File: src/hw/idle_cmd_params.svh
/*
  Constants of the host-side command sequencer: command codes, frame
  fields, register addresses and timing counts.
  Assumes a 100 MHz system clock.
*/
`ifndef IDLE_CMD_PARAMS_SVH
`define IDLE_CMD_PARAMS_SVH

`define CODE_IDLE 8'h07
`define LEN_IDLE 8'h0E
`define CODE_REGISTER_READ_CMD 8'h08
`define LEN_REGISTER_READ_CMD 8'h03
`define CODE_REGISTER_WRITE_CMD 8'h09
`define LEN_REGISTER_WRITE_CMD_IDX 8'h03
`define LEN_REGISTER_WRITE_CMD_VAL 8'h04
`define ADDR_WAKE_REG 8'h62
`define ADDR_ANALOG_REG 8'h69
`define ADDR_ANALOG_IDX 8'h68
`define ANALOG_IDX_VAL 8'h04
`define REG_SIZE_ONE 8'h01
`define WAKE_FIELD 8'h04
`define WAKE_PIN 8'h08
`define ENTER_HIB 16'h0400
`define ENTER_SLEEP 16'h0142
`define WAKECTL_HIB 16'h0400
`define WAKECTL_SLEEP 16'h3800
`define EXIT_CTL 16'h1800
`define RES_OK 8'h00
`define RES_BADLEN 8'h82
`define ANALOG_RSV_MASK 8'hC0
`define CLK_MHZ 100
`define READY_DELAY_US 6000
`define WAKE_PULSE_NS 20000
`define SCLK_DIV 4'h4
`define ARG_RESET 8'h07

// Software port offsets
`define OFF_CTRL 4'h0
`define OFF_ARG 4'h1
`define OFF_STATUS 4'h2
`define OFF_RESULT 4'h3
`define OFF_DATA 4'h4

`endif

File: src/hw/idle_cmd_pkg.sv
/*
  Types of the host-side command sequencer.
  Assumes the params header supplies all numeric constants.
*/
package idle_cmd_pkg;
  typedef enum logic [2:0] {
    OP_NONE = 3'h0,
    OP_WAKE_PULSE = 3'h1,
    OP_IDLE_HIB = 3'h2,
    OP_IDLE_SLEEP = 3'h3,
    OP_READ_WAKE = 3'h4,
    OP_READ_ANALOG = 3'h5,
    OP_WRITE_ANALOG = 3'h6
  } op_t;

  typedef struct packed {
    logic sclk;
    logic mosi;
    logic cs_n;
    logic wake_n;
  } spi_out_t;

  typedef struct packed {
    logic [7:0] code;
    logic [7:0] len;
    logic [7:0] data;
  } reply_t;
endpackage

File: src/hw/idle_cmd_host.sv
/*
  Host controller that drives the transceiver over its serial slave pins
  and wake input: power-up wake pulse, idle frames, register read and
  register write. Assumes the device answers in SPI mode 0 and that a
  reply is read by a second selected transfer once the device lowers
  its ready line (active low irq_out_n).
*/
// Overview of operation
// - Idle frame: 07, 0E, then control words
// - Enter word: 0400 hibernate, 0142 sleep
// - Wake word: 0400 hibernate, 3800 sleep
// - Leave word 1800 for hibernate
// - Host always enables pin wake source
// - Host pulses wake pin low after power-on
// - Host ignores wake flag after hibernate/POR
// - Read frame: 08, 03, address, 01, 00
// - Set analog index 04 before reading
// - Host writes zero to bits 7:6
`include "idle_cmd_params.svh"
`timescale 1ns/100ps
`default_nettype none
module idle_cmd_host
  import idle_cmd_pkg::*;
#(
  parameter int unsigned READY_CYC = `READY_DELAY_US * `CLK_MHZ // Wake delay
)
(
  input wire logic clock, // System clock
  input wire logic arst_n, // Asynchronous reset
  input wire logic [3:0] addr, // Software address
  input wire logic [7:0] wdata, // Software write data
  input wire logic wr, // Write strobe
  input wire logic rd, // Read strobe
  output logic [7:0] rdata, // Read data, cycle after rd
  output spi_out_t pins, // Serial and wake pins to device
  input wire logic miso, // Device serial out
  input wire logic irq_out_n // Device reply ready, low
);
  typedef enum logic [2:0] {
    S_IDLE = 3'h0,
    S_PULSE = 3'h1,
    S_SEND = 3'h2,
    S_WAIT = 3'h3,
    S_RECV = 3'h4,
    S_DELAY = 3'h5
  } st_t;

  localparam int unsigned PULSE_CYC = `WAKE_PULSE_NS * `CLK_MHZ / 1000;

  logic rst_a_ff, rst_ff;
  logic [1:0] miso_s_ff, irq_s_ff;
  st_t st_ff;
  op_t op_ff;
  logic [7:0] arg_ff;
  logic [7:0] frame_ff [16];
  logic [4:0] nbytes_ff, byte_ff;
  logic [2:0] bit_ff;
  logic [3:0] div_ff;
  logic [19:0] cnt_ff;
  reply_t rep_ff;
  logic busy_ff, ready_ff, badlen_ff;
  logic [7:0] shift_ff;

  always_ff @(posedge clock or negedge arst_n) begin
    if (!arst_n) begin
      rst_a_ff <= 1'b0;
      rst_ff <= 1'b0;
    end else begin
      rst_a_ff <= 1'b1;
      rst_ff <= rst_a_ff;
    end
  end

  always_ff @(posedge clock or negedge rst_ff) begin
    if (!rst_ff) begin
      miso_s_ff <= 2'h0;
      irq_s_ff <= 2'h3;
    end else begin
      miso_s_ff <= {miso_s_ff[0], miso};
      irq_s_ff <= {irq_s_ff[0], irq_out_n};
    end
  end

  // A wake pulse is still taken while an idle command awaits its reply
  wire start = wr && addr == `OFF_CTRL && (!busy_ff ||
    (st_ff == S_WAIT && op_t'(wdata[2:0]) == OP_WAKE_PULSE));
  wire tick = div_ff == `SCLK_DIV;
  wire [3:0] tx_byte_idx = byte_ff[3:0] + {3'h0, bit_ff == 3'h7};
  wire tx_bit = frame_ff[tx_byte_idx][3'h6 - bit_ff];
  wire [7:0] analog_val = arg_ff & ~`ANALOG_RSV_MASK;

  // Frame builder, loaded on a start
  always_ff @(posedge clock or negedge rst_ff) begin
    if (!rst_ff) begin
      for (int i = 0; i < 16; i++) begin
        frame_ff[i] <= 8'h00;
      end
      nbytes_ff <= 5'h0;
    end else if (start) begin
      for (int i = 0; i < 16; i++) begin
        frame_ff[i] <= 8'h00;
      end
      case (op_t'(wdata[2:0]))
        OP_IDLE_HIB: begin
          frame_ff[0] <= `CODE_IDLE;
          frame_ff[1] <= `LEN_IDLE;
          frame_ff[2] <= `WAKE_PIN;
          frame_ff[3] <= 8'(`ENTER_HIB >> 8);
          frame_ff[4] <= 8'(`ENTER_HIB);
          frame_ff[5] <= 8'(`WAKECTL_HIB >> 8);
          frame_ff[6] <= 8'(`WAKECTL_HIB);
          frame_ff[7] <= 8'(`EXIT_CTL >> 8);
          frame_ff[8] <= 8'(`EXIT_CTL);
          nbytes_ff <= 5'h10;
        end
        OP_IDLE_SLEEP: begin
          frame_ff[0] <= `CODE_IDLE;
          frame_ff[1] <= `LEN_IDLE;
          frame_ff[2] <= `WAKE_FIELD | `WAKE_PIN;
          frame_ff[3] <= 8'(`ENTER_SLEEP >> 8);
          frame_ff[4] <= 8'(`ENTER_SLEEP);
          frame_ff[5] <= 8'(`WAKECTL_SLEEP >> 8);
          frame_ff[6] <= 8'(`WAKECTL_SLEEP);
          frame_ff[7] <= 8'(`EXIT_CTL >> 8);
          frame_ff[8] <= 8'(`EXIT_CTL);
          nbytes_ff <= 5'h10;
        end
        OP_READ_WAKE, OP_READ_ANALOG: begin
          frame_ff[0] <= `CODE_REGISTER_READ_CMD;
          frame_ff[1] <= `LEN_REGISTER_READ_CMD;
          frame_ff[2] <= wdata[0] ? `ADDR_ANALOG_REG : `ADDR_WAKE_REG;
          frame_ff[3] <= `REG_SIZE_ONE;
          nbytes_ff <= 5'h5;
        end
        OP_WRITE_ANALOG: begin
          frame_ff[0] <= `CODE_REGISTER_WRITE_CMD;
          frame_ff[1] <= arg_ff[7] ? `LEN_REGISTER_WRITE_CMD_IDX : `LEN_REGISTER_WRITE_CMD_VAL;
          frame_ff[2] <= `ADDR_ANALOG_IDX;
          frame_ff[3] <= arg_ff[7] ? 8'h00 : 8'h01;
          frame_ff[4] <= `ANALOG_IDX_VAL;
          frame_ff[5] <= analog_val;
          nbytes_ff <= arg_ff[7] ? 5'h5 : 5'h6;
        end
        default: nbytes_ff <= 5'h0;
      endcase
    end
  end

  // Sequencer
  always_ff @(posedge clock or negedge rst_ff) begin
    if (!rst_ff) begin
      st_ff <= S_IDLE;
      op_ff <= OP_NONE;
      busy_ff <= 1'b0;
      ready_ff <= 1'b0;
      cnt_ff <= 20'h0;
      div_ff <= 4'h0;
      bit_ff <= 3'h0;
      byte_ff <= 5'h0;
      pins <= '{sclk: 1'b0, mosi: 1'b0, cs_n: 1'b1, wake_n: 1'b1};
      rep_ff <= '0;
      shift_ff <= 8'h00;
      badlen_ff <= 1'b0;
    end else begin
      div_ff <= tick ? 4'h0 : div_ff + 4'h1;
      case (st_ff)
        S_IDLE: begin
          if (start) begin
            op_ff <= op_t'(wdata[2:0]);
            busy_ff <= 1'b1;
            byte_ff <= 5'h0;
            bit_ff <= 3'h0;
            cnt_ff <= 20'h0;
            if (op_t'(wdata[2:0]) == OP_WAKE_PULSE) begin
              st_ff <= S_PULSE;
              pins.wake_n <= 1'b0;
            end else if (ready_ff && !(wdata[2:0] inside {3'h0, 3'h7})) begin
              st_ff <= S_SEND;
              pins.cs_n <= 1'b0;
              pins.mosi <= 1'b0; // Every command code has bit 7 clear
            end else begin
              busy_ff <= 1'b0;
            end
          end
        end
        S_PULSE: begin
          cnt_ff <= cnt_ff + 20'h1;
          if (cnt_ff == 20'(PULSE_CYC - 1)) begin
            pins.wake_n <= 1'b1;
            cnt_ff <= 20'h0;
            st_ff <= (op_ff == OP_WAKE_PULSE) ? S_DELAY : S_WAIT;
          end
        end
        S_DELAY: begin
          cnt_ff <= cnt_ff + 20'h1;
          if (cnt_ff == 20'(READY_CYC - 1)) begin
            ready_ff <= 1'b1;
            busy_ff <= 1'b0;
            st_ff <= S_IDLE;
          end
        end
        S_SEND: if (tick) begin
          pins.sclk <= ~pins.sclk;
          // Data moves on the falling edge, clear of the sampling edge
          if (pins.sclk) begin
            pins.mosi <= tx_bit;
            bit_ff <= bit_ff + 3'h1;
            if (bit_ff == 3'h7) begin
              byte_ff <= byte_ff + 5'h1;
              if (byte_ff == nbytes_ff - 5'h1) begin
                pins.cs_n <= 1'b1;
                st_ff <= S_WAIT;
                // an idle leaves the device in wait until it replies
                ready_ff <= !(op_ff == OP_IDLE_HIB ||
                              op_ff == OP_IDLE_SLEEP);
              end
            end
          end
        end
        // Select on a tick so the first reply bit clears the synchroniser
        S_WAIT: if (!irq_s_ff[1] && tick) begin
          st_ff <= S_RECV;
          pins.cs_n <= 1'b0;
          byte_ff <= 5'h0;
          bit_ff <= 3'h0;
        end else if (start) begin
          st_ff <= S_PULSE;
          pins.wake_n <= 1'b0;
        end
        S_RECV: if (tick) begin
          pins.sclk <= ~pins.sclk;
          if (!pins.sclk) begin
            shift_ff <= {shift_ff[6:0], miso_s_ff[1]};
          end else if (bit_ff == 3'h7) begin
            bit_ff <= 3'h0;
            byte_ff <= byte_ff + 5'h1;
            case (byte_ff[1:0])
              2'h0: rep_ff.code <= shift_ff;
              2'h1: rep_ff.len <= shift_ff;
              default: rep_ff.data <= shift_ff;
            endcase
            if ((byte_ff == 5'h1 && shift_ff == 8'h00) || byte_ff == 5'h2)
            begin
              badlen_ff <= rep_ff.code == `RES_BADLEN;
              // wake flag after hibernate carries no meaning; no data
              if (op_ff == OP_IDLE_HIB || !byte_ff[1]) rep_ff.data <= 8'h00;
              pins.cs_n <= 1'b1;
              ready_ff <= 1'b1;
              busy_ff <= 1'b0;
              st_ff <= S_IDLE;
            end
          end else begin
            bit_ff <= bit_ff + 3'h1;
          end
        end
        default: st_ff <= S_IDLE;
      endcase
    end
  end

  always_ff @(posedge clock or negedge rst_ff) begin
    if (!rst_ff) begin
      arg_ff <= `ARG_RESET;
    end else if (wr && addr == `OFF_ARG) begin
      arg_ff <= wdata;
    end
  end

  always_ff @(posedge clock or negedge rst_ff) begin
    if (!rst_ff) begin
      rdata <= 8'h00;
    end else if (rd) begin
      case (addr)
        `OFF_ARG: rdata <= arg_ff;
        `OFF_STATUS: rdata <= {5'h0, badlen_ff, ready_ff, busy_ff};
        `OFF_RESULT: rdata <= rep_ff.code;
        `OFF_DATA: rdata <= rep_ff.data;
        default: rdata <= 8'h00;
      endcase
    end
  end

  property p_pulse_len;
    @(posedge clock) disable iff (!rst_ff)
      $fell(pins.wake_n) |-> !pins.wake_n [*8];
  endproperty
  a_pulse_len: assert property (p_pulse_len)
    else $error("wake pulse too short");

  property p_reserved_zero;
    @(posedge clock) disable iff (!rst_ff)
      (st_ff == S_SEND && op_ff == OP_WRITE_ANALOG && !arg_ff[7])
      |-> frame_ff[5][7:6] == 2'h0;
  endproperty
  a_reserved_zero: assert property (p_reserved_zero)
    else $error("reserved analog bits set");

  property p_pin_source;
    @(posedge clock) disable iff (!rst_ff)
      (st_ff == S_SEND && op_ff inside {OP_IDLE_HIB, OP_IDLE_SLEEP})
      |-> frame_ff[2][3] && frame_ff[0] == 8'h07 && frame_ff[1] == 8'h0E;
  endproperty
  a_pin_source: assert property (p_pin_source)
    else $error("idle frame lacks pin source");

  property p_no_send_waiting;
    @(posedge clock) disable iff (!rst_ff)
      st_ff == S_IDLE && start && !ready_ff |=> st_ff != S_SEND;
  endproperty
  a_no_send_waiting: assert property (p_no_send_waiting)
    else $error("command while device not ready");
  property p_wait_not_ready;
    @(posedge clock) disable iff (!rst_ff)
      st_ff == S_WAIT && op_ff inside {OP_IDLE_HIB, OP_IDLE_SLEEP} |-> !ready_ff;
  endproperty
  a_wait_not_ready: assert property (p_wait_not_ready)
    else $error("ready while device in wait mode");
  property p_ready_delay;
    @(posedge clock) disable iff (!rst_ff)
      st_ff == S_DELAY && cnt_ff != 20'(READY_CYC - 1) && !ready_ff |=> !ready_ff;
  endproperty
  a_ready_delay: assert property (p_ready_delay)
    else $error("ready before wake delay ended");

  c_idle: cover property (@(posedge clock) st_ff == S_WAIT);
  c_pulse: cover property (@(posedge clock) $rose(ready_ff));
  c_read: cover property (@(posedge clock)
    op_ff == OP_READ_ANALOG && $fell(busy_ff));
endmodule
`default_nettype wire

File: config.mk
export PLATFORM = sky130hd
export DESIGN_NAME = idle_cmd_host
export DESIGN_NICKNAME = d
export VERILOG_FILES = /design/src/hw/idle_cmd_pkg.sv /design/src/hw/idle_cmd_host.sv
export VERILOG_INCLUDE_DIRS = /design/src /design/src/hw
export SDC_FILE = /design/constraint.sdc
export NUM_CORES = 1
export LEC_CHECK = 0
export ABC_AREA = 1
export BUFFER_PORTS_ARGS = -buffer_cell sky130_fd_sc_hd__buf_2
export CORE_MARGIN = 5
export CORE_UTILIZATION = 50
export DETAILED_ROUTE_END_ITERATION = 12
export HOLD_SLACK_MARGIN = 0.06
export PLACE_DENSITY_LB_ADDON = 0.25
export REMOVE_ABC_BUFFERS = 1
export SLEW_MARGIN = 20
export SYNTH_ARGS = -nofsm -noshare
export SYNTH_HDL_FRONTEND = slang
export SYNTH_SLANG_ARGS = --single-unit
File: constraint.sdc
create_clock -name clock -period 4.7 [get_ports clock]
set_clock_uncertainty 0.05 [all_clocks]
set_input_delay 0.235 -clock clock [delete_from_list [all_inputs] [get_ports clock]]
set_output_delay 0.235 -clock clock [all_outputs]
set_load 0.01 [all_outputs]
==> impl_results.md <==
- Adder-cell share of the synthesized area: 2.59%
- Die height: 122 um
- Min Tclk post-route: 2.66 ns
- DP Wirelength: around 11 mm
- Post-synthesis async set-or-reset flop share: 100%
- CTS resizes: 0
- First-pass GRT wire length: 25.7 mm
- Setup TNS: 0 ns
- Design Power: 3220 uW
- Clk pin slew, worst setup/hold paths: 0.08 ns
- DR vias/cell: 5.46
- HP Start: wdata[6]
- Sequential-to-total area share from yosys stat: 44.7%
- DR DRC count: 0
- Final Cycle Share: a little under three fifths
- Maximum clock frequency: 376 MHz
- Worst hold path class: in2reg
- Crit path max fanout: 22
- Final Slew Violations: 0
- Mux share of post-synthesis cell area: 1.43%
- Worst slew margin: 43.8%
- Post-Synth Simple-Gate Area: 30.0%
- Multi-input gate area: roughly 3000 sq um
- Num CTS Buffers: 9
- Post-DRT Antenna Nets: 0
- Vias: between 5000 and 6000
- VDD IR max: about 230 uV
- Most frequent cells in the layout: 187 x nand2_1, 104 x dfrtp_1, 95 x inv_1
- Worst R2R Setup Slack: between 2 and 2.5 ns
- Cell area power density: 467 nW/um^2
- Rows: 41
- Main synth FF type: dfrtp_1
- IO Pins: 30
- Initial Util: 50.4%
- Status: completed
- Die area: about 15000 sq um
- FF+latch count, synth: 112
- Sequential cell area: 2820 sq um
- 1st-iter DRT viols: around 380
- Leakage power total: roughly 0.0033 uW
- Initial antenna violation count: 0
- Utilization after layout: 55.4%
- Number of global-route vias before repair: 5261
- Post-synth EDFFs: 0
- Setup crit start: st_ff[2]
- WS Path Type: reg2reg
- Global-route usage over all layers: 21.6%
- # H-tree levels: 3
- IO Port Bufs: 29
- RR Startpoint: st_ff[2]
- Share of the synthesized area in the top cell type: 41.8%
- Chip width: ~120 um
- Netlist Area Pre-Place: 6280 sq um
- Routed WL per cell: 15.0 um
- Deepest clock path buffer count: 2
- Pre-Repair DR Iteration Count: 5
- Netlist cell types: 50
- Total global routing overflow: 0
- Largest family of logic cells by synthesized area: simple AND/OR/NAND/NOR gates
- Share of cells above drive strength 1: a little over an eighth
- Synth-to-Final Area Change: 9.82%
- Final wirelength: about 15 mm
- Post-route insts no fill: 998
- Core Region: 12500 sq um
- Post-Syn Instances: 789
- Skew-Pair Late Insertion Delay: 0.36 ns
- Fillers: 1175
- Top cells by area, synth: dfrtp_1 42%, nand2_1 11%, nand3_1 5.8%, inv_1 5.7%, o21ai_0 4.7%
- Data required, critical path: a little under 5 ns
- Startpoint Class: register
- RSZ-0062 raised after global routing: no
- CTS Hold Buffers Added: 4
- Max_cap viols: 0
- Yosys top cell by area: dfrtp_1
- Synth warn: 0
- CTS Sinks: around 110
- Xor/xnor share of the synthesized area: 1.81%
- Worst-Margin Slew: 0.837 ns
- Largest net degree at the start of global routing: 77
- Final Hold Viols: 0
- Fraction of the mapped netlist area in compound gates: 11.6%
- GP Congestion: 0.957
- Placed cells: just under 1000
- CTS Root Cell: clkbuf_16
- CP Capture Type: register
- Setup violators final: 0
- Crit path arrival time: 2.85 ns
- Most common cell after layout, fill and taps aside: nand2_1
- Antenna fix cells: 0
- CTS tree: done
- Final Net Count: about 850
- Mean area per synthesized cell: ~8 sq um
- Postcts setup bufs: 0
[cells in the mapped netlist (all sizes together) (5+ instances only)]
cell	instances
o21ai	64
o221ai	6
xor2	8
mux2	8
nor3	25
xnor2	5
nor2	73
dfrtp	105
a21oi	33
buf	12
o211ai	6
ha	13
nand3	76
nand4	20
dfstp	7
inv	103
nand2	199
[worst max-delay path, stage by stage, from the launching register on]
cell and delay (ns):
dfrtp_1 0.45, inv_2 0.18, nand3_4 0.11, o21ai_2 0.16, nand2_2 0.24, inv_1 0.50, nand2_1 0.22, nand2_2 0.29
nand2_1 0.12, nor3_1 0.15, nor3_1 0.06
[per-layer routing]
metal	share of wire (%)	global-route usage, %	up-vias
li1	-	-	2673
met2	49	35.9	105
met4	1.8	7.56	0
met5	0	0	-
met3	3.4	2.65	22
met1	46	29.1	2648
[cell families after synthesis]
| family | count (synthesis) |
|---|---|
| simple gates | 401 |
| compound gates | 124 |
| buf+inv | 117 |
| flops | 112 |
| fa+ha+maj | 13 |
| xor+xnor | 13 |
| mux | 8 |
| other cells | 1 |
[final cells by class]
type | count | share of cell area, %
Sequential cell | 112 | 40.8
Timing Repair Buffer | 35 | 3.08
Clock buffer | 10 | 3.32
Clock inverter | 6 | 0.762
Inverter | 103 | 5.60
Tap cell | 172 | 3.12
Multi-Input combinational cell | 560 | 43.3
[per-stage QoR]
stage	instance area, sq um	setup WS (ns)	hold WS [ns]
global route	6900	1.72	0.0803
floorplan	6190	1.31	-0.111
finish	6900	2.04	0.0735
CTS	6880	2.06	0.0660
detailed placement	6560	2.06	-0.0278
global placement	6560	2.14	-0.0291
[power breakdown]
part | internal, uW | leakage [uW] | switching [uW]
Clock | 370 | 0.000137 | 381
Combinational | 371 | 0.00177 | 778
Sequential | 1150 | 0.00139 | 175
[registers in the layout, indices dropped and copies added, names as in the netlist, 2 cells and up]
signal,count
irq_s_ff,2
frame_ff,19
div_ff,4
byte_ff,5
nbytes_ff,2
rep_ff,16
arg_ff,8
op_ff,3
shift_ff,8
cnt_ff,20
rdata,8
bit_ff,3
miso_s_ff,2
st_ff,3
pins,4
[worst paths after layout]
kind                        endpoint  cells past startpoint
max                        cnt_ff[8]                     10
min                        arg_ff[6]                      3
max reg2reg                cnt_ff[8]                     10
min reg2reg                cnt_ff[4]                      0
max in group asynchronous  arg_ff[1]                      2
min in group asynchronous     rst_ff                      2
(Power assumes the default switching activity.)
